### config.mk
export PLATFORM = sky130hd
export DESIGN_NAME = psm_power_ctrl
export DESIGN_NICKNAME = d
export VERILOG_FILES = /design/src/psm_pkg.sv /design/src/psm_sync2.sv /design/src/psm_doze_div.sv /design/src/psm_power_ctrl.sv
export SDC_FILE = /design/constraint.sdc
export NUM_CORES = 1
export LEC_CHECK = 0
export ABC_AREA = 1
export BUFFER_PORTS_ARGS = -buffer_cell sky130_fd_sc_hd__buf_4
export CAP_MARGIN = 20
export CORE_MARGIN = 4
export CORE_UTILIZATION = 25
export CTS_CLUSTER_DIAMETER = 40
export DETAILED_ROUTE_END_ITERATION = 10
export GPL_TIMING_DRIVEN = 0
export SLEW_MARGIN = 20
export SYNTH_ARGS = -nofsm -noshare
export SYNTH_HDL_FRONTEND = slang
export SYNTH_SLANG_ARGS = --single-unit
### constraint.sdc
create_clock -name clk -period 2.3 [get_ports clk]
set_input_delay 0.23 -clock clk [delete_from_list [all_inputs] [get_ports clk]]
set_output_delay 0.23 -clock clk [all_outputs]
set_load 0.01 [all_outputs]
### src/psm_pkg.sv
// shared constants and types for the power-save mode controller
package psm_pkg;
	// register bus shape
	localparam int PSM_ADDR_W = 4;
	localparam int PSM_DATA_W = 32;
	// register byte offsets
	localparam logic [3:0] PSM_OFS_DIVISOR = 4'h0;
	localparam logic [3:0] PSM_OFS_OSCCTL  = 4'h4;
	localparam logic [3:0] PSM_OFS_STATUS  = 4'h8;
	// clock divisor register fields
	localparam int PSM_RECOV_BIT = 15;
	localparam int PSM_RATIO_LSB = 12;
	localparam int PSM_RATIO_W   = 3;
	localparam int PSM_CPU_SLOWDOWN_ENABLE_BIT = 11;
	// oscillator control register fields
	localparam int PSM_OSC_W    = 3;
	localparam int PSM_COSC_LSB = 12;
	localparam int PSM_NEXT_LSB = 8;
	// status register fields
	localparam int PSM_ST_STATE_LSB = 0;
	localparam int PSM_ST_HELD_BIT  = 8;
	localparam int PSM_ST_DOZE_BIT  = 9;
	localparam int PSM_ST_ISR_BIT   = 10;
	// values after reset
	localparam logic                   PSM_RECOV_RST = 1'b0;
	localparam logic [PSM_RATIO_W-1:0] PSM_RATIO_RST = 3'h0;
	localparam logic                   PSM_CPU_SLOWDOWN_ENABLE_RST = 1'b0;
	localparam logic [PSM_OSC_W-1:0]   PSM_NEXT_RST  = 3'h0;
	// doze divider counter, wide enough for a 1:128 ratio
	localparam int PSM_DOZE_CNT_W = 7;
	// power-state sequencer
	typedef enum logic [4:0] {
		PSM_RUN   = 5'h01,
		PSM_ENTER = 5'h02,
		PSM_SLEEP = 5'h04,
		PSM_IDLE  = 5'h08,
		PSM_WAKE  = 5'h10
	} psm_state_t;
endpackage

### src/psm_sync2.sv
// two-flop synchroniser for levels arriving from another clock domain
`timescale 1ns/10ps
module psm_sync2 #(
	parameter int WIDTH = 1
) (
	input  wire logic             clk,
	input  wire logic             rst_n,
	input  wire logic [WIDTH-1:0] async_in,
	output logic      [WIDTH-1:0] sync_out
);
	logic [WIDTH-1:0] meta_reg;
	logic [WIDTH-1:0] sync_reg;

	// first stage feeds only the second stage
	always_ff @(posedge clk) begin
		if (!rst_n) begin
			meta_reg <= '0;
			sync_reg <= '0;
		end else begin
			meta_reg <= async_in;
			sync_reg <= meta_reg;
		end
	end

	assign sync_out = sync_reg;
endmodule

### src/psm_doze_div.sv
// doze divider: one cpu enable cycle out of every 2**ratio system cycles
`timescale 1ns/10ps
module psm_doze_div #(
	parameter int RATIO_W = psm_pkg::PSM_RATIO_W,
	parameter int CNT_W   = psm_pkg::PSM_DOZE_CNT_W
) (
	input  wire logic               clk,
	input  wire logic               rst_n,
	input  wire logic               doze_en,
	input  wire logic [RATIO_W-1:0] ratio,
	output logic                    tick
);
	logic [CNT_W-1:0] cnt_reg;
	logic [CNT_W-1:0] limit;

	// limit is N-1; a ratio lowered mid-count wraps at once via >=
	assign limit = CNT_W'((1 << ratio) - 1);

	// counter stays edge aligned with the system clock, no derived clock
	always_ff @(posedge clk) begin
		if (!rst_n) begin
			cnt_reg <= '0;
		end else if (!doze_en || cnt_reg >= limit) begin
			cnt_reg <= '0;
		end else begin
			cnt_reg <= cnt_reg + 1'b1;
		end
	end

	assign tick = !doze_en || (cnt_reg == '0); // see (RULE23)
endmodule

### src/psm_power_ctrl.sv
// power-save mode controller: sleep, idle and doze sequencing with an avalon-mm register slave
//
// Implementation choices: register access over Avalon-MM and the register offsets.
`timescale 1ns/10ps
// Operation
// (RULE1) sleep or idle is entered only by the power-save instruction; operand picks which
// (RULE2) sleep stops all clocks and halts instruction execution
// (RULE3) idle halts the cpu but peripherals keep running
// (RULE4) enabled interrupt, any reset or watchdog time-out wakes from sleep or idle
// (RULE5) sleep shuts the system clock source and an on-chip oscillator in use
// (RULE6) clock-failure monitor is inactive during sleep
// (RULE7) low-power rc clock keeps running in sleep when watchdog is enabled
// (RULE8) watchdog counter is cleared just before sleep when watchdog is enabled
// (RULE9) peripherals needing the system clock are disabled during sleep
// (RULE10) wake from sleep resumes on the clock source selected at entry
// (RULE11) watchdog counter is cleared on idle entry
// (RULE12) system clock stays active in idle and peripherals run from it
// (RULE13) rc clock stays running in idle if watchdog or failure monitor enabled
// (RULE14) idle wake restores the cpu clock; resume after instruction or in the isr
// (RULE15) interrupt coincident with the instruction is held until entry, then wakes
// (RULE16) next oscillator select, bits 10:8, is writable while clock config unlocked
// (RULE17) doze slows only the cpu clock; system clock and peripherals unchanged
// (RULE18) doze is active while slowdown enable, clock divisor bit 11, is set
// (RULE19) ratio field bits 14:12 gives 1:1 to 1:128, default 1:1
// (RULE20) recover-on-interrupt bit 15 set: an interrupt returns the cpu to full speed
// (RULE21) recover-on-interrupt clear: interrupts leave doze unchanged
// (RULE22) hardware clears slowdown enable on an interrupt while recover-on-interrupt set
// (RULE23) doze cpu clock is one enable cycle every n system cycles
module psm_power_ctrl #(
	parameter logic [7:0] ONCHIP_SRC_MASK = 8'hff
) (
	input  wire logic        clk,
	input  wire logic        rst_n,
	input  wire logic [3:0]  avs_address,
	input  wire logic        avs_read,
	input  wire logic        avs_write,
	input  wire logic [31:0] avs_writedata,
	input  wire logic [3:0]  avs_byteenable,
	output logic      [31:0] avs_readdata,
	output logic             avs_waitrequest,
	input  wire logic        power_save_instruction_exec,
	input  wire logic        power_save_instruction_idle,
	input  wire logic        irq_pending,
	input  wire logic        wdt_timeout_async,
	input  wire logic        watchdog_enable,
	input  wire logic        clock_failure_monitor_enable,
	input  wire logic        clock_config_locked,
	output logic             cpu_clk_en,
	output logic             periph_clk_en,
	output logic             sysclk_src_en,
	output logic             onchip_osc_en,
	output logic             low_power_rc_clock_en,
	output logic             clock_failure_monitor_active,
	output logic             watchdog_counter_clear,
	output logic             cpu_resume,
	output logic             resume_to_isr,
	output logic             doze_active,
	output logic [2:0]       current_oscillator
);
	psm_pkg::psm_state_t state_reg;
	psm_pkg::psm_state_t state_next;

	logic       mode_idle_reg;
	logic       held_irq_reg;
	logic       isr_wake_reg;
	logic       wdt_timeout_s;
	logic       wake_evt;
	logic       doze_tick;
	logic       recov_reg;
	logic [2:0] ratio_reg;
	logic       cpu_slowdown_enable_reg;
	logic [2:0] next_osc_reg;
	logic [2:0] cosc_reg;
	logic [2:0] saved_osc_reg;
	logic       sleep_next;
	logic       run_next;

	logic [31:0] avs_readdata_reg;
	logic [31:0] rd_data;
	logic        avs_waitrequest_reg;
	logic        wr_fire;
	logic        wr_divisor;
	logic        wr_oscctl;

	logic cpu_clk_en_reg;
	logic periph_clk_en_reg;
	logic sysclk_src_en_reg;
	logic onchip_osc_en_reg;
	logic rc_clk_en_reg;
	logic monitor_active_reg;
	logic wdt_clear_reg;
	logic cpu_resume_reg;
	logic doze_active_reg;

	// watchdog time-out comes from the rc clock domain
	psm_sync2 #(
		.WIDTH(1)
	) u_wdt_sync (
		.clk      (clk),
		.rst_n    (rst_n),
		.async_in (wdt_timeout_async),
		.sync_out (wdt_timeout_s)
	);

	// cpu enable pacing while doze is on
	psm_doze_div #(
		.RATIO_W(psm_pkg::PSM_RATIO_W),
		.CNT_W  (psm_pkg::PSM_DOZE_CNT_W)
	) u_doze_div (
		.clk     (clk),
		.rst_n   (rst_n),
		.doze_en (cpu_slowdown_enable_reg),
		.ratio   (ratio_reg),
		.tick    (doze_tick)
	);

	// bus handshake: one wait cycle, the access completes on the edge that sees waitrequest low
	assign wr_fire   = avs_write && !avs_waitrequest_reg;
	assign wr_divisor = wr_fire && (avs_address == psm_pkg::PSM_OFS_DIVISOR) && avs_byteenable[1];
	assign wr_oscctl = wr_fire && (avs_address == psm_pkg::PSM_OFS_OSCCTL) && avs_byteenable[1];

	// wake sources: interrupt, watchdog time-out, or an interrupt held across entry
	assign wake_evt = irq_pending || wdt_timeout_s || held_irq_reg; // see (RULE4)

	// next power state
	always_comb begin
		state_next = state_reg;
		unique case (state_reg)
			psm_pkg::PSM_RUN: begin
				if (power_save_instruction_exec) begin
					state_next = psm_pkg::PSM_ENTER; // see (RULE1)
				end
			end
			psm_pkg::PSM_ENTER: begin
				state_next = mode_idle_reg ? psm_pkg::PSM_IDLE : psm_pkg::PSM_SLEEP;
			end
			psm_pkg::PSM_SLEEP, psm_pkg::PSM_IDLE: begin
				if (wake_evt) begin
					state_next = psm_pkg::PSM_WAKE;
				end
			end
			psm_pkg::PSM_WAKE: begin
				state_next = psm_pkg::PSM_RUN; // see (RULE14)
			end
		endcase
	end

	// device reset always lands in run, which is also a wake
	always_ff @(posedge clk) begin
		if (!rst_n) begin
			state_reg <= psm_pkg::PSM_RUN; // see (RULE4)
		end else begin
			state_reg <= state_next;
		end
	end

	// operand is caught with the instruction
	always_ff @(posedge clk) begin
		if (!rst_n) begin
			mode_idle_reg <= 1'b0;
		end else if (state_reg == psm_pkg::PSM_RUN && power_save_instruction_exec) begin
			mode_idle_reg <= power_save_instruction_idle; // see (RULE1)
		end
	end

	// an interrupt during entry is parked here, so entry always finishes first
	always_ff @(posedge clk) begin
		if (!rst_n) begin
			held_irq_reg <= 1'b0;
		end else if ((state_reg == psm_pkg::PSM_RUN && power_save_instruction_exec && irq_pending)
			|| (state_reg == psm_pkg::PSM_ENTER && irq_pending)) begin
			held_irq_reg <= 1'b1; // see (RULE15)
		end else if (state_reg == psm_pkg::PSM_WAKE) begin
			held_irq_reg <= 1'b0;
		end
	end

	// tells the cpu whether to vector to the isr or fall through
	always_ff @(posedge clk) begin
		if (!rst_n) begin
			isr_wake_reg <= 1'b0;
		end else if ((state_reg == psm_pkg::PSM_SLEEP || state_reg == psm_pkg::PSM_IDLE) && wake_evt) begin
			isr_wake_reg <= irq_pending || held_irq_reg; // see (RULE14)
		end
	end

	// clock divisor register; hardware recovery beats a same-cycle software set
	always_ff @(posedge clk) begin
		if (!rst_n) begin
			recov_reg <= psm_pkg::PSM_RECOV_RST;
			ratio_reg <= psm_pkg::PSM_RATIO_RST; // see (RULE19)
			cpu_slowdown_enable_reg <= psm_pkg::PSM_CPU_SLOWDOWN_ENABLE_RST;
		end else begin
			if (wr_divisor) begin
				recov_reg <= avs_writedata[psm_pkg::PSM_RECOV_BIT]; // see (RULE20)
				ratio_reg <= avs_writedata[psm_pkg::PSM_RATIO_LSB +: psm_pkg::PSM_RATIO_W];
				cpu_slowdown_enable_reg <= avs_writedata[psm_pkg::PSM_CPU_SLOWDOWN_ENABLE_BIT]; // see (RULE18)
			end
			if (irq_pending && recov_reg) begin
				cpu_slowdown_enable_reg <= 1'b0; // see (RULE22)
			end
		end
	end

	// next oscillator select is frozen while the clock configuration is locked
	always_ff @(posedge clk) begin
		if (!rst_n) begin
			next_osc_reg <= psm_pkg::PSM_NEXT_RST;
		end else if (wr_oscctl && !clock_config_locked) begin
			next_osc_reg <= avs_writedata[psm_pkg::PSM_NEXT_LSB +: psm_pkg::PSM_OSC_W]; // see (RULE16)
		end
	end

	// source in use; switch is immediate here, the start-up sequencing lives elsewhere
	always_ff @(posedge clk) begin
		if (!rst_n) begin
			cosc_reg      <= psm_pkg::PSM_NEXT_RST;
			saved_osc_reg <= psm_pkg::PSM_NEXT_RST;
		end else begin
			if (state_reg == psm_pkg::PSM_ENTER) begin
				saved_osc_reg <= cosc_reg;
			end
			if (state_reg == psm_pkg::PSM_WAKE) begin
				cosc_reg <= saved_osc_reg; // see (RULE10)
			end else if (state_reg == psm_pkg::PSM_RUN && !clock_config_locked) begin
				cosc_reg <= next_osc_reg;
			end
		end
	end

	assign sleep_next = (state_next == psm_pkg::PSM_SLEEP);
	assign run_next   = (state_next == psm_pkg::PSM_RUN);

	// clock gating outputs follow the next state so they change with it
	always_ff @(posedge clk) begin
		if (!rst_n) begin
			cpu_clk_en_reg    <= 1'b1;
			periph_clk_en_reg <= 1'b1;
			sysclk_src_en_reg <= 1'b1;
			onchip_osc_en_reg <= 1'b1;
		end else begin
			cpu_clk_en_reg    <= run_next && doze_tick; // see (RULE2) (RULE3) (RULE17) (RULE23)
			periph_clk_en_reg <= !sleep_next; // see (RULE9) (RULE12) (RULE17)
			sysclk_src_en_reg <= !sleep_next; // see (RULE5) (RULE12)
			onchip_osc_en_reg <= !(sleep_next && ONCHIP_SRC_MASK[cosc_reg]); // see (RULE5)
		end
	end

	// rc clock and failure monitor; monitor is useless once the source is off
	always_ff @(posedge clk) begin
		if (!rst_n) begin
			rc_clk_en_reg      <= 1'b0;
			monitor_active_reg <= 1'b0;
		end else begin
			rc_clk_en_reg      <= watchdog_enable || (clock_failure_monitor_enable && !sleep_next); // see (RULE7) (RULE13)
			monitor_active_reg <= clock_failure_monitor_enable && !sleep_next; // see (RULE6)
		end
	end

	// one-cycle pulses: watchdog clear on idle entry or on sleep entry with watchdog enabled, resume on wake
	always_ff @(posedge clk) begin
		if (!rst_n) begin
			wdt_clear_reg  <= 1'b0;
			cpu_resume_reg <= 1'b0;
		end else begin
			wdt_clear_reg  <= (state_reg == psm_pkg::PSM_ENTER) && (mode_idle_reg || watchdog_enable); // see (RULE8) (RULE11)
			cpu_resume_reg <= (state_reg == psm_pkg::PSM_WAKE); // see (RULE14)
		end
	end

	// doze reported only while slowdown is enabled and the cpu is in run, even at ratio 1:1
	always_ff @(posedge clk) begin
		if (!rst_n) begin
			doze_active_reg <= 1'b0;
		end else begin
			doze_active_reg <= cpu_slowdown_enable_reg && run_next; // see (RULE18) (RULE21)
		end
	end

	// read mux; unmapped offsets read zero and ignore writes
	always_comb begin
		rd_data = '0;
		unique case (avs_address)
			psm_pkg::PSM_OFS_DIVISOR: begin
				rd_data[psm_pkg::PSM_RECOV_BIT]                            = recov_reg;
				rd_data[psm_pkg::PSM_RATIO_LSB +: psm_pkg::PSM_RATIO_W]    = ratio_reg;
				rd_data[psm_pkg::PSM_CPU_SLOWDOWN_ENABLE_BIT]                            = cpu_slowdown_enable_reg;
			end
			psm_pkg::PSM_OFS_OSCCTL: begin
				rd_data[psm_pkg::PSM_COSC_LSB +: psm_pkg::PSM_OSC_W] = cosc_reg;
				rd_data[psm_pkg::PSM_NEXT_LSB +: psm_pkg::PSM_OSC_W] = next_osc_reg;
			end
			psm_pkg::PSM_OFS_STATUS: begin
				rd_data[psm_pkg::PSM_ST_STATE_LSB +: 5] = state_reg;
				rd_data[psm_pkg::PSM_ST_HELD_BIT]       = held_irq_reg;
				rd_data[psm_pkg::PSM_ST_DOZE_BIT]       = doze_active_reg;
				rd_data[psm_pkg::PSM_ST_ISR_BIT]        = isr_wake_reg;
			end
			default: begin
				rd_data = '0;
			end
		endcase
	end

	// waitrequest drops for exactly one cycle per request
	always_ff @(posedge clk) begin
		if (!rst_n) begin
			avs_waitrequest_reg <= 1'b1;
			avs_readdata_reg    <= '0;
		end else if (!avs_waitrequest_reg) begin
			avs_waitrequest_reg <= 1'b1;
		end else if (avs_read || avs_write) begin
			avs_waitrequest_reg <= 1'b0;
			avs_readdata_reg    <= rd_data;
		end
	end

	assign avs_readdata                 = avs_readdata_reg;
	assign avs_waitrequest              = avs_waitrequest_reg;
	assign cpu_clk_en                   = cpu_clk_en_reg;
	assign periph_clk_en                = periph_clk_en_reg;
	assign sysclk_src_en                = sysclk_src_en_reg;
	assign onchip_osc_en                = onchip_osc_en_reg;
	assign low_power_rc_clock_en        = rc_clk_en_reg;
	assign clock_failure_monitor_active = monitor_active_reg;
	assign watchdog_counter_clear       = wdt_clear_reg;
	assign cpu_resume                   = cpu_resume_reg;
	assign resume_to_isr                = isr_wake_reg;
	assign doze_active                  = doze_active_reg;
	assign current_oscillator           = cosc_reg;
endmodule

# ---- After elaboration in Yosys (flattened, before gate mapping)
# Memories as Yosys holds them, arrays and structs flattened. A register that Yosys moved wholly into a read port is not among the register bits.
# Index checks and enable logic that the tools add are counted.
# Widths: inputs -> output; s select.
dict set report op_classes {
  n_addsub 2
  magnitude_cmp 2
  eq_ne 9
  n_shift 1
  n_mux 17
  n_bitwise 1
  n_reduce_logical 41
}
# operator count
set op_table {}
lappend op_table {{$pmux 5 s4} 1}
lappend op_table {{$logic_and 1x1->1} 17}
lappend op_table {{$mux 5} 3}
lappend op_table {{$mux 3} 4}
lappend op_table {{$pmux 3 s2} 2}
lappend op_table {{$eq 5x1->1 const B} 2}
lappend op_table {{$eq 5x3->1 const B} 2}
lappend op_table {{$logic_or 1x1->1} 10}
lappend op_table {{$add 7x1->7 const B} 1}
lappend op_table {{$ge 7x7->1} 1}
lappend op_table {{$logic_not 7->1} 1}
lappend op_table {{$shl 1x3->7 const A} 1}
lappend op_table {{$sub 7x2->7 const B} 1}
lappend op_table {{$mux 1} 6}
lappend op_table {{$reduce_or 2->1} 3}
lappend op_table {{$eq 5x2->1 const B} 1}
lappend op_table {{$eq 5x4->1 const B} 1}
lappend op_table {{$eq 5x5->1 const B} 1}
lappend op_table {{$logic_not 1->1} 5}
lappend op_table {{$eq 4x3->1 const B} 1}
lappend op_table {{$eq 4x4->1 const B} 1}
lappend op_table {{$logic_not 4->1} 1}
lappend op_table {{$lt 3x4->1 const B} 1}
lappend op_table {{$mux 4} 1}
lappend op_table {{other kinds (3)} 5}
dict set report word_totals {
  ff_bits 53
  mem_bits_ro 8
  in_bits 51
  output_inout_bits 46
  n_memories 1
}
# name depth width read_ports rd_clocked_by_memory_dff wr line
set mem_list {}
lappend mem_list {{(name not given)} 8 1 1 1 0 psm_power_ctrl.sv:245} ;# onchip_osc_en_reg <= !(sleep_next && ONCHIP_SRC_MASK[cosc_reg]);

# ---- Logic depth before layout (Yosys ltp)
# Gate-level depths: netlist of the first run.
dict set report depth {
  ltp_word 8
  ltp_mapped 11
  mapped_depth_nobuf 11
}

# ---- By module
# Synthesis of the first run repeated with hierarchy kept, for this count alone.
dict set report unflattened {
  cells_unflattened 334
  area_unflattened_um2 2502.4
}
# module instances cells_per_inst area_per_inst_um2
set modules_own_cells {}
lappend modules_own_cells {psm_power_ctrl 1 261 1949.4}
lappend modules_own_cells {psm_doze_div 1 67 498.0}
lappend modules_own_cells {psm_sync2 1 6 55.1}

# ---- Worst setup path after synthesis of the first run
# OpenSTA, ideal clock, no wires.
dict set report synth_path {
  path_kind {register to register}
  start {reg ratio_reg[2]}
  end {reg u_doze_div.cnt_reg[1]}
  setup_ps 81
  arrival_time_ps 1391
  required_time_ps 2219
  setup_slack_ps 828
  path_stages_with_launch 7
  path_cell_list {dfxtp_1 o21ai_0 ha_1 a21oi_1 o21a_1 nand4_1 nor3b_1}
}
dict set report synth_between {
  elab_chain_cells 5
}
# item line
set synth_rtl {}
lappend synth_rtl {{start: declaration} psm_power_ctrl.sv:70} ;# logic [2:0] ratio_reg;
lappend synth_rtl {{start signal: assignment} psm_power_ctrl.sv:191} ;# ratio_reg <= psm_pkg::PSM_RATIO_RST;
lappend synth_rtl {{start signal: assignment} psm_power_ctrl.sv:196} ;# ratio_reg <= avs_writedata[psm_pkg::PSM_RATIO_LSB +: psm_pkg::PSM_RATIO_W];
lappend synth_rtl {{$shl 1x3->7} psm_doze_div.sv:17} ;# assign limit = CNT_W'((1 << ratio) - 1);
lappend synth_rtl {{$sub 7x2->7} psm_doze_div.sv:17}
lappend synth_rtl {{$ge 7x7->1} psm_doze_div.sv:23} ;# end else if (!doze_en || cnt_reg >= limit) begin
lappend synth_rtl {{$logic_or 1x1->1} psm_doze_div.sv:23}
lappend synth_rtl {{$reduce_or 2->1 (no line)} --}
lappend synth_rtl {{end signal: assignment} psm_doze_div.sv:26} ;# cnt_reg <= cnt_reg + 1'b1;
lappend synth_rtl {{end: declaration} psm_doze_div.sv:13} ;# logic [CNT_W-1:0] cnt_reg;
# No other way between the ends.
# A chain may end at the register's enable or synchronous reset.

# ---- Worst setup path in the final report of the first run
dict set report layout_path {
  start {reg ratio_reg[1]}
  end {reg u_doze_div.cnt_reg[1]}
}
# Same word-level chain as after synthesis.

==> metrics.md, run 1 <==
| Metric | Value |
|---|---|
| GRT Total Usage | 10.7% |
| Clk_lat worst skew | 0.30 ns |
| Core area | 9820 um^2 |
| Mapped Area | 2530 um^2 |
| DRC viols | 0 |
| Pwr per Cell Area | 530 nW/um^2 |
| Setup ws final | 0.570 ns |
| CP arrival | 1.95 ns |
| Largest net degree at the start of global routing | 15 |
| CTS sink cnt | 52 |
| Worst path cell trace | o21ai_0 -> ha_1 -> a21oi_1 -> o21a_1 -> nand4_1 -> nor3b_1 |
| TritonCTS buffer count | 5 |
| Hold Buf Count CTS | 0 |
| Routed WL | 6210 um |
| Seq/Total Area, Yosys | 41.1% |
| Slowest stage cell, crit path | dfxtp_1 |
| Fin. max-slew vios | 0 |
| Hold WC Path Type | in2reg |
| Detailed Place HPWL | 4980 um |
| Crit-path max cell delay | 0.43 ns |
| Syn_area_per_cell | 7.43 um^2 |
| First-pass GRT wire length | 10100 um |
| Yosys reg bits | 52 |
| DIE AREA | 11800 um^2 |
| Status | completed |
| Antenna diodes | 0 |
| Clk slew on worst S/H paths | 0.09 ns |
| # setup viols final | 0 |
| Max reg flops | 13 |
| Fill count | 1077 |
| Critical Path Fanout Max | 7 |
| Crit. End Element | register |
| Tcrit/Tclk final | 75.2% |
| Detailed Route Iter0 Violations | 123 |
| Buffers inserted by post-CTS timing repair | 0 |
| Port Buf Inserts | 49 |
| WS Path Type | reg2reg |
| Post-layout nets | 475 |
| Minimum clock period | 1.73 ns |
| Startpoint Class | register |
| Boundary Pins | 97 |
| Max-Cap Viols | 0 |
| Die width | 109 um |
| Per-cell routed wire length | 11.3 um |
| CTS resizes | 0 |
| FP Rows | 36 |
| Post-Syn Instances | 341 |
| Die height | 109 um |
| Max VDD drop | 0.206 mV |
| Clk buf depth | 2 |
| FMAX | 578 MHz |
| Initial antenna violation count | 0 |
| Leak | 1.49 nW |
| Vias | 2257 |
| RSZ-0062 raised after global routing | false |
| Dpl cells | 541 |
| Bufs and invs on worst path | 0 |
| DR pass1 iterations | 4 |
| Place WS | 0.596 ns |
| Final TNS setup | 0 ns |
| Post-Layout Cell Count | 548 |
| Clk_skew | 0.00409 ns |
| Overflow after GRT | 0 |
| Yosys warns | 0 |
| GP Congestion | 0.846 |
| Layout area overhead | 26.8% |
| Root Driver | clkbuf_8 |
| Vias/cell | 4.12 |
| Remaining antenna violation count | 0 |
| Vias in the first global route | 2184 |
| Family with the most delay on the worst path | simple AND/OR/NAND/NOR gates |
| Hold WS | 0.105 ns |
| Fin util | 32.7% |
| Initial Util | 25.8% |
| Worst Path Required | 2.52 ns |
| Layout cells sized above 1 | 24.6% |
| H-tree depth | 2 |
| Final Hold Vio Count | 0 |
| CTS tree | built |
| Netlist cell types | 30 |
-- final cells by class --
cell class | count | area [um^2] | share of cell area, %
tap | 133 | 166 | 5.18
inverter | 44 | 168 | 5.22
multi-input combinational | 236 | 1210 | 37.6
clock inverter | 1 | 5.00 | 0.156
timing repair buffer | 49 | 368 | 11.4
clock buffer | 6 | 72.6 | 2.26
sequential | 52 | 1040 | 32.4
buffer | 27 | 184 | 5.72
-- synthesized netlist by cell type --
| library cell | count | area share (%) |
|---|---|---|
| o21ai_1 | 18 | 3.6 |
| xor2_1 | 2 | 0.69 |
| ha_1 | 9 | 4.4 |
| nand2_1 | 61 | 9.0 |
| conb_1 | 1 | 0.15 |
| inv_1 | 36 | 5.3 |
| xnor2_1 | 3 | 1.0 |
| nor3_1 | 8 | 1.6 |
| a21oi_1 | 26 | 5.1 |
| inv_4 | 1 | 0.25 |
| o221ai_1 | 3 | 1.0 |
| nor3b_1 | 1 | 0.30 |
| or2_1 | 2 | 0.49 |
| nor4_1 | 1 | 0.25 |
| nor2_1 | 30 | 4.4 |
| o21ai_0 | 19 | 3.8 |
| inv_2 | 7 | 1.0 |
| o21ai_2 | 1 | 0.35 |
| nand2_2 | 5 | 1.2 |
| nand3_4 | 2 | 1.4 |
| buf_4 | 21 | 6.2 |
| buf_2 | 3 | 0.59 |
| nor2_2 | 6 | 1.5 |
| nor2_4 | 1 | 0.44 |
| nand4_1 | 8 | 2.0 |
| o21a_1 | 1 | 0.30 |
| nand3_1 | 10 | 2.0 |
| clkbuf_1 | 2 | 0.30 |
| dfxtp_1 | 52 | 41 |
| buf_1 | 1 | 0.15 |
-- per-layer routing --
layer	vias up	part of all wire, %	GRT usage (%)
li1	1209	-	-
met1	984	48	13.9
met2	56	45	17.4
met3	8	5.2	2.72
met4	0	1.5	3.61
met5	-	0	0
-- cell families after synthesis --
| kind of cell | count (synthesis) | share of synthesized area [%] |
|---|---|---|
| simple gates | 135 | 24.6 |
| buf+inv | 71 | 13.9 |
| compound gates | 68 | 14.1 |
| flops | 52 | 41.1 |
| fa+ha+maj | 9 | 4.44 |
| xor+xnor | 5 | 1.73 |
| other cells | 1 | 0.148 |
-- path summary, 6_finish.rpt --
path / from / end / slack [ns] / cells after the start
max: ratio_reg[1]$_SDFFE_PN0P_ / u_doze_div.cnt_reg[1]$_SDFF_PP0_ / 0.57 / 6
min: wdt_timeout_async / u_wdt_sync.meta_reg$_SDFF_PN0_ / 0.11 / 3
max reg2reg: ratio_reg[1]$_SDFFE_PN0P_ / u_doze_div.cnt_reg[1]$_SDFF_PP0_ / 0.57 / 6
min reg2reg: u_wdt_sync.meta_reg$_SDFF_PN0_ / u_wdt_sync.sync_out$_SDFF_PN0_ / 0.43 / 2
-- worst register-to-register path, stage by stage, from the launching register on --
cell,delay [ns]
dfxtp_1,0.43
o21ai_0,0.11
ha_1,0.32
a21oi_1,0.16
o21a_1,0.12
nand4_1,0.24
nor3b_1,0.27
-- metrics by stage --
| stage | power (mW) | area [um^2] |
|---|---|---|
| 6_report | 1.70 | 3210 |
| 3_3_place_gp | 1.23 | 3140 |
| 5_1_grt | 1.80 | 3210 |
| 2_1_floorplan | 1.13 | 2600 |
| 3_5_place_dp | 1.23 | 3140 |
| 4_1_cts | 1.73 | 3210 |
-- report_power, final --
| part | total, mW | leakage, nW | internal, mW | switching, mW |
|---|---|---|---|---|
| clock network | 0.496 | 0.0410 | 0.208 | 0.288 |
| registers | 0.956 | 0.424 | 0.933 | 0.0224 |
| logic | 0.251 | 1.03 | 0.113 | 0.139 |
| total | 1.70 | 1.49 | 1.25 | 0.449 |
-- layout by cell type, fill, tap and decap left out --
master	Yosys	routed
o21a_1	1	1
o21ai_0	19	19
nor3_1	8	8
dfxtp_1	52	52
nor2_4	1	1
nor3b_1	1	1
nor2_1	30	30
nand2_1	61	61
o21ai_2	1	1
nor4_1	1	1
ha_1	9	9
nand3_4	2	2
o221ai_1	3	3
xnor2_1	3	3
inv_4	1	1
inv_2	7	7
clkinv_2	0	1
buf_4	21	70
inv_1	36	36
nor2_2	6	6
o21ai_1	18	18
clkbuf_1	2	3
a21oi_1	26	26
clkbuf_8	0	5
nand2_2	5	5
xor2_1	2	2
buf_2	3	3
or2_1	2	2
conb_1	1	19
buf_1	1	1
nand4_1	8	8
nand3_1	10	10
Note: power is estimated with default switching activity, not from simulation.
==> run 2, diff against run 1 <==
==> constraint.sdc (replaced) <==
create_clock -name clk -period 1.58 [get_ports clk]
set_input_delay 0.158 -clock clk [delete_from_list [all_inputs] [get_ports clk]]
set_output_delay 0.158 -clock clk [all_outputs]
set_load 0.01 [all_outputs]
==> run 2 against run 1 <==
Core utilization is 0.74 points higher. Clock power is 46% higher. Sequential share of layout area is 0.41 points lower.
==> metrics.md, run 2 (synthesized netlist as in run 1, its figures left out) <==
| Metric | Value |
|---|---|
| Switching portion of total power | 26.5% (was 26.4%) |
| Clk buf depth | 2 (unchanged) |
| Reg area | 1050 um^2 (was 1040 um^2) |
| Worst Setup SP | ratio_reg[1]$_SDFFE_PN0P_ (unchanged) |
| Max reg flops | 13 (unchanged) |
| Core area | 9820 um^2 (unchanged) |
| Die height | 109 um (unchanged) |
| Max VDD drop | 0.299 mV (was 0.206 mV) |
| R2r setup slk | 0.02 ns (was 0.57 ns) |
| P_int | 1.82 mW (was 1.25 mW) |
| Hold Startpoint | wdt_timeout_async (unchanged) |
| DR pass1 iterations | 4 (unchanged) |
| Leak | 1.51 nW (was 1.49 nW) |
| Place WS | -0.124 ns (was 0.596 ns) |
| Vias/cell | 4.14 (was 4.12) |
| H-tree depth | 2 (unchanged) |
| Worst reg-to-reg path cell count | 7 (was 6) |
| Clk slew on worst S/H paths | 0.09 ns (about the same) |
| CP arrival | 1.79 ns (was 1.95 ns) |
| Post-layout nets | 476 (was 475) |
| Clk_lat worst skew | 0.30 ns (about the same) |
| First-pass GRT wire length | 10100 um (about the same) |
| Hold depth | 3 (unchanged) |
| Detailed Route Iter0 Violations | 146 (was 123) |
| DIE AREA | 11800 um^2 (unchanged) |
| Setup ws final | 0.0170 ns (was 0.570 ns) |
| Clk_skew | 0.00502 ns (was 0.00409 ns) |
| Worst Path Required | 1.81 ns (was 2.52 ns) |
| Total Power | 2.48 mW (was 1.70 mW) |
| Remaining antenna violation count | 0 (unchanged) |
| Final Hold Vio Count | 0 (unchanged) |
| Most frequent cells in the layout | buf_4 (70), nand2_1 (61), dfxtp_1 (48) (was buf_4 (70), nand2_1 (61), dfxtp_1 (52)) |
| Critical Path Fanout Max | 6 (was 7) |
| CTS sink cnt | 52 (unchanged) |
| Per-cell routed wire length | 11.4 um (was 11.3 um) |
| Layout area overhead | 29.7% (was 26.8%) |
| Flop pwr share | 56.0% (was 56.1%) |
| Tcrit/Tclk final | 98.9% (was 75.2%) |
| RR Endpoint | u_doze_div.cnt_reg[5]$_SDFF_PP0_ (was u_doze_div.cnt_reg[1]$_SDFF_PP0_) |
| Worst r2r src | ratio_reg[1]$_SDFFE_PN0P_ (unchanged) |
| Detailed Place HPWL | 4980 um (unchanged) |
| WS Path Type | reg2reg (unchanged) |
| Overflow after GRT | 0 (unchanged) |
| Startpoint Class | register (unchanged) |
| Initial Util | 25.8% (unchanged) |
| Status | completed (unchanged) |
| FP Rows | 36 (unchanged) |
| Initial antenna violation count | 0 (unchanged) |
| Slew @ Worst Pin | 0.529 ns |
| Worst Hold Endpoint | u_wdt_sync.meta_reg$_SDFF_PN0_ (unchanged) |
| FMAX | 640 MHz (was 578 MHz) |
| CTS tree | built (unchanged) |
| Largest net degree at the start of global routing | 15 (unchanged) |
| DRC viols | 0 (unchanged) |
| TritonCTS buffer count | 5 (unchanged) |
| Max-Slew Margin vs Limit | 64.7% |
| Crit. End Element | register (unchanged) |
| Fill count | 1072 (was 1077) |
| Routed WL | 6250 um (was 6210 um) |
| Most common cell after layout, fill and taps aside | buf_4 (unchanged) |
| Port Buf Inserts | 49 (unchanged) |
| RSZ-0062 raised after global routing | true (was false) |
| GP Congestion | 0.846 (unchanged) |
| Boundary Pins | 97 (unchanged) |
| Hold WC Path Type | in2reg (unchanged) |
| Vias in the first global route | 2188 (was 2184) |
| Area of the multi-input gates | 1260 um^2 (was 1210 um^2) |
| Pwr per Cell Area | 754 nW/um^2 (was 530 nW/um^2) |
| Psw | 656 uW (was 449 uW) |
| Max-Cap Viols | 0 (unchanged) |
| Fin. max-slew vios | 0 (unchanged) |
| Hold Buf Count CTS | 0 (unchanged) |
| Die width | 109 um (unchanged) |
| Vias | 2275 (was 2257) |
| Layout cells sized above 1 | 28.1% (was 24.6%) |
| Root Driver | clkbuf_8 (unchanged) |
| Minimum clock period | 1.56 ns (was 1.73 ns) |
| Antenna diodes | 0 (unchanged) |
| Comb power frac | 14.8% (about the same) |
| Clock power share | 29.2% (was 29.1%) |
| # setup viols final | 0 (unchanged) |
| GRT Total Usage | 10.7% (about the same) |
## run 2: cell type report
cell class / count / area share, %
plain buffers: 27 / 5.60
clock buffers: 6 / 2.21
multi-input cells: 236 / 38.3
clock inverters: 1 / 0.152
well taps: 133 / 5.06
inverters: 44 / 5.10
flip-flops and latches: 52 / 32.0
repair buffers: 50 / 11.5
## run 2: worst max-delay path, stage by stage (launching register included)
cell	delay [ns]
dfxtp_4	0.39
o21ai_1	0.07
ha_1	0.34
a21oi_2	0.12
o21a_1	0.11
nand4_1	0.15
buf_6	0.18
nor3_1	0.12
## run 2: power groups by stage
stage	Combinational [mW]	Sequential, mW	Clock (mW)
2_1_floorplan	0.211	1.43	0
3_3_place_gp	0.366	1.42	0
3_5_place_dp	0.368	1.42	0
4_1_cts	0.369	1.39	0.754
5_1_grt	0.416	1.40	0.804
6_report	0.367	1.39	0.724
## run 2: metal layers
layer | up-vias | track usage, % | wire length [um]
met5 | - | 0 | 0
met4 | 0 | 3.61 | 74
met3 | 6 | 2.72 | 326
met2 | 61 | 17.4 | 2840
met1 | 995 | 14.0 | 3010
li1 | 1213 | - | -
## run 2: through the flow
step           hold slack [ns]  setup TNS (ns)  area [um^2]  std cells  utilization, %
3_5_place_dp             0.348          -0.535         3140        541            31.9
3_3_place_gp             0.344          -0.258         3140        541            31.9
4_1_cts                 0.0220               0         3220        549            32.8
2_1_floorplan            0.256               0         2600        359               -
5_1_grt                 0.0302          -0.480         3290        549            33.5
6_report                0.0333               0         3290        549            33.5
## run 2: timing repair
item | CTS | global route
gates resized for setup | 2 | 16
buffers inserted | 1 | 0
setup endpoints to repair | 7 | 8
cloned | 0 | 0
pin swaps | 0 | 4
## run 2: how the worst max path moves through the flow
stage,slack (ns),cells past startpoint,endpoint
finish,0.02,7,u_doze_div.cnt_reg[5]$_SDFF_PP0_
CTS,0.009,7,u_doze_div.cnt_reg[2]$_SDFF_PP0_
global route,-0.08,8,u_doze_div.cnt_reg[0]$_SDFF_PP0_
detailed placement,-0.12,6,u_doze_div.cnt_reg[1]$_SDFF_PP0_
global placement,-0.07,6,u_doze_div.cnt_reg[1]$_SDFF_PP0_
floorplan,0.11,6,u_doze_div.cnt_reg[1]$_SDFF_PP0_
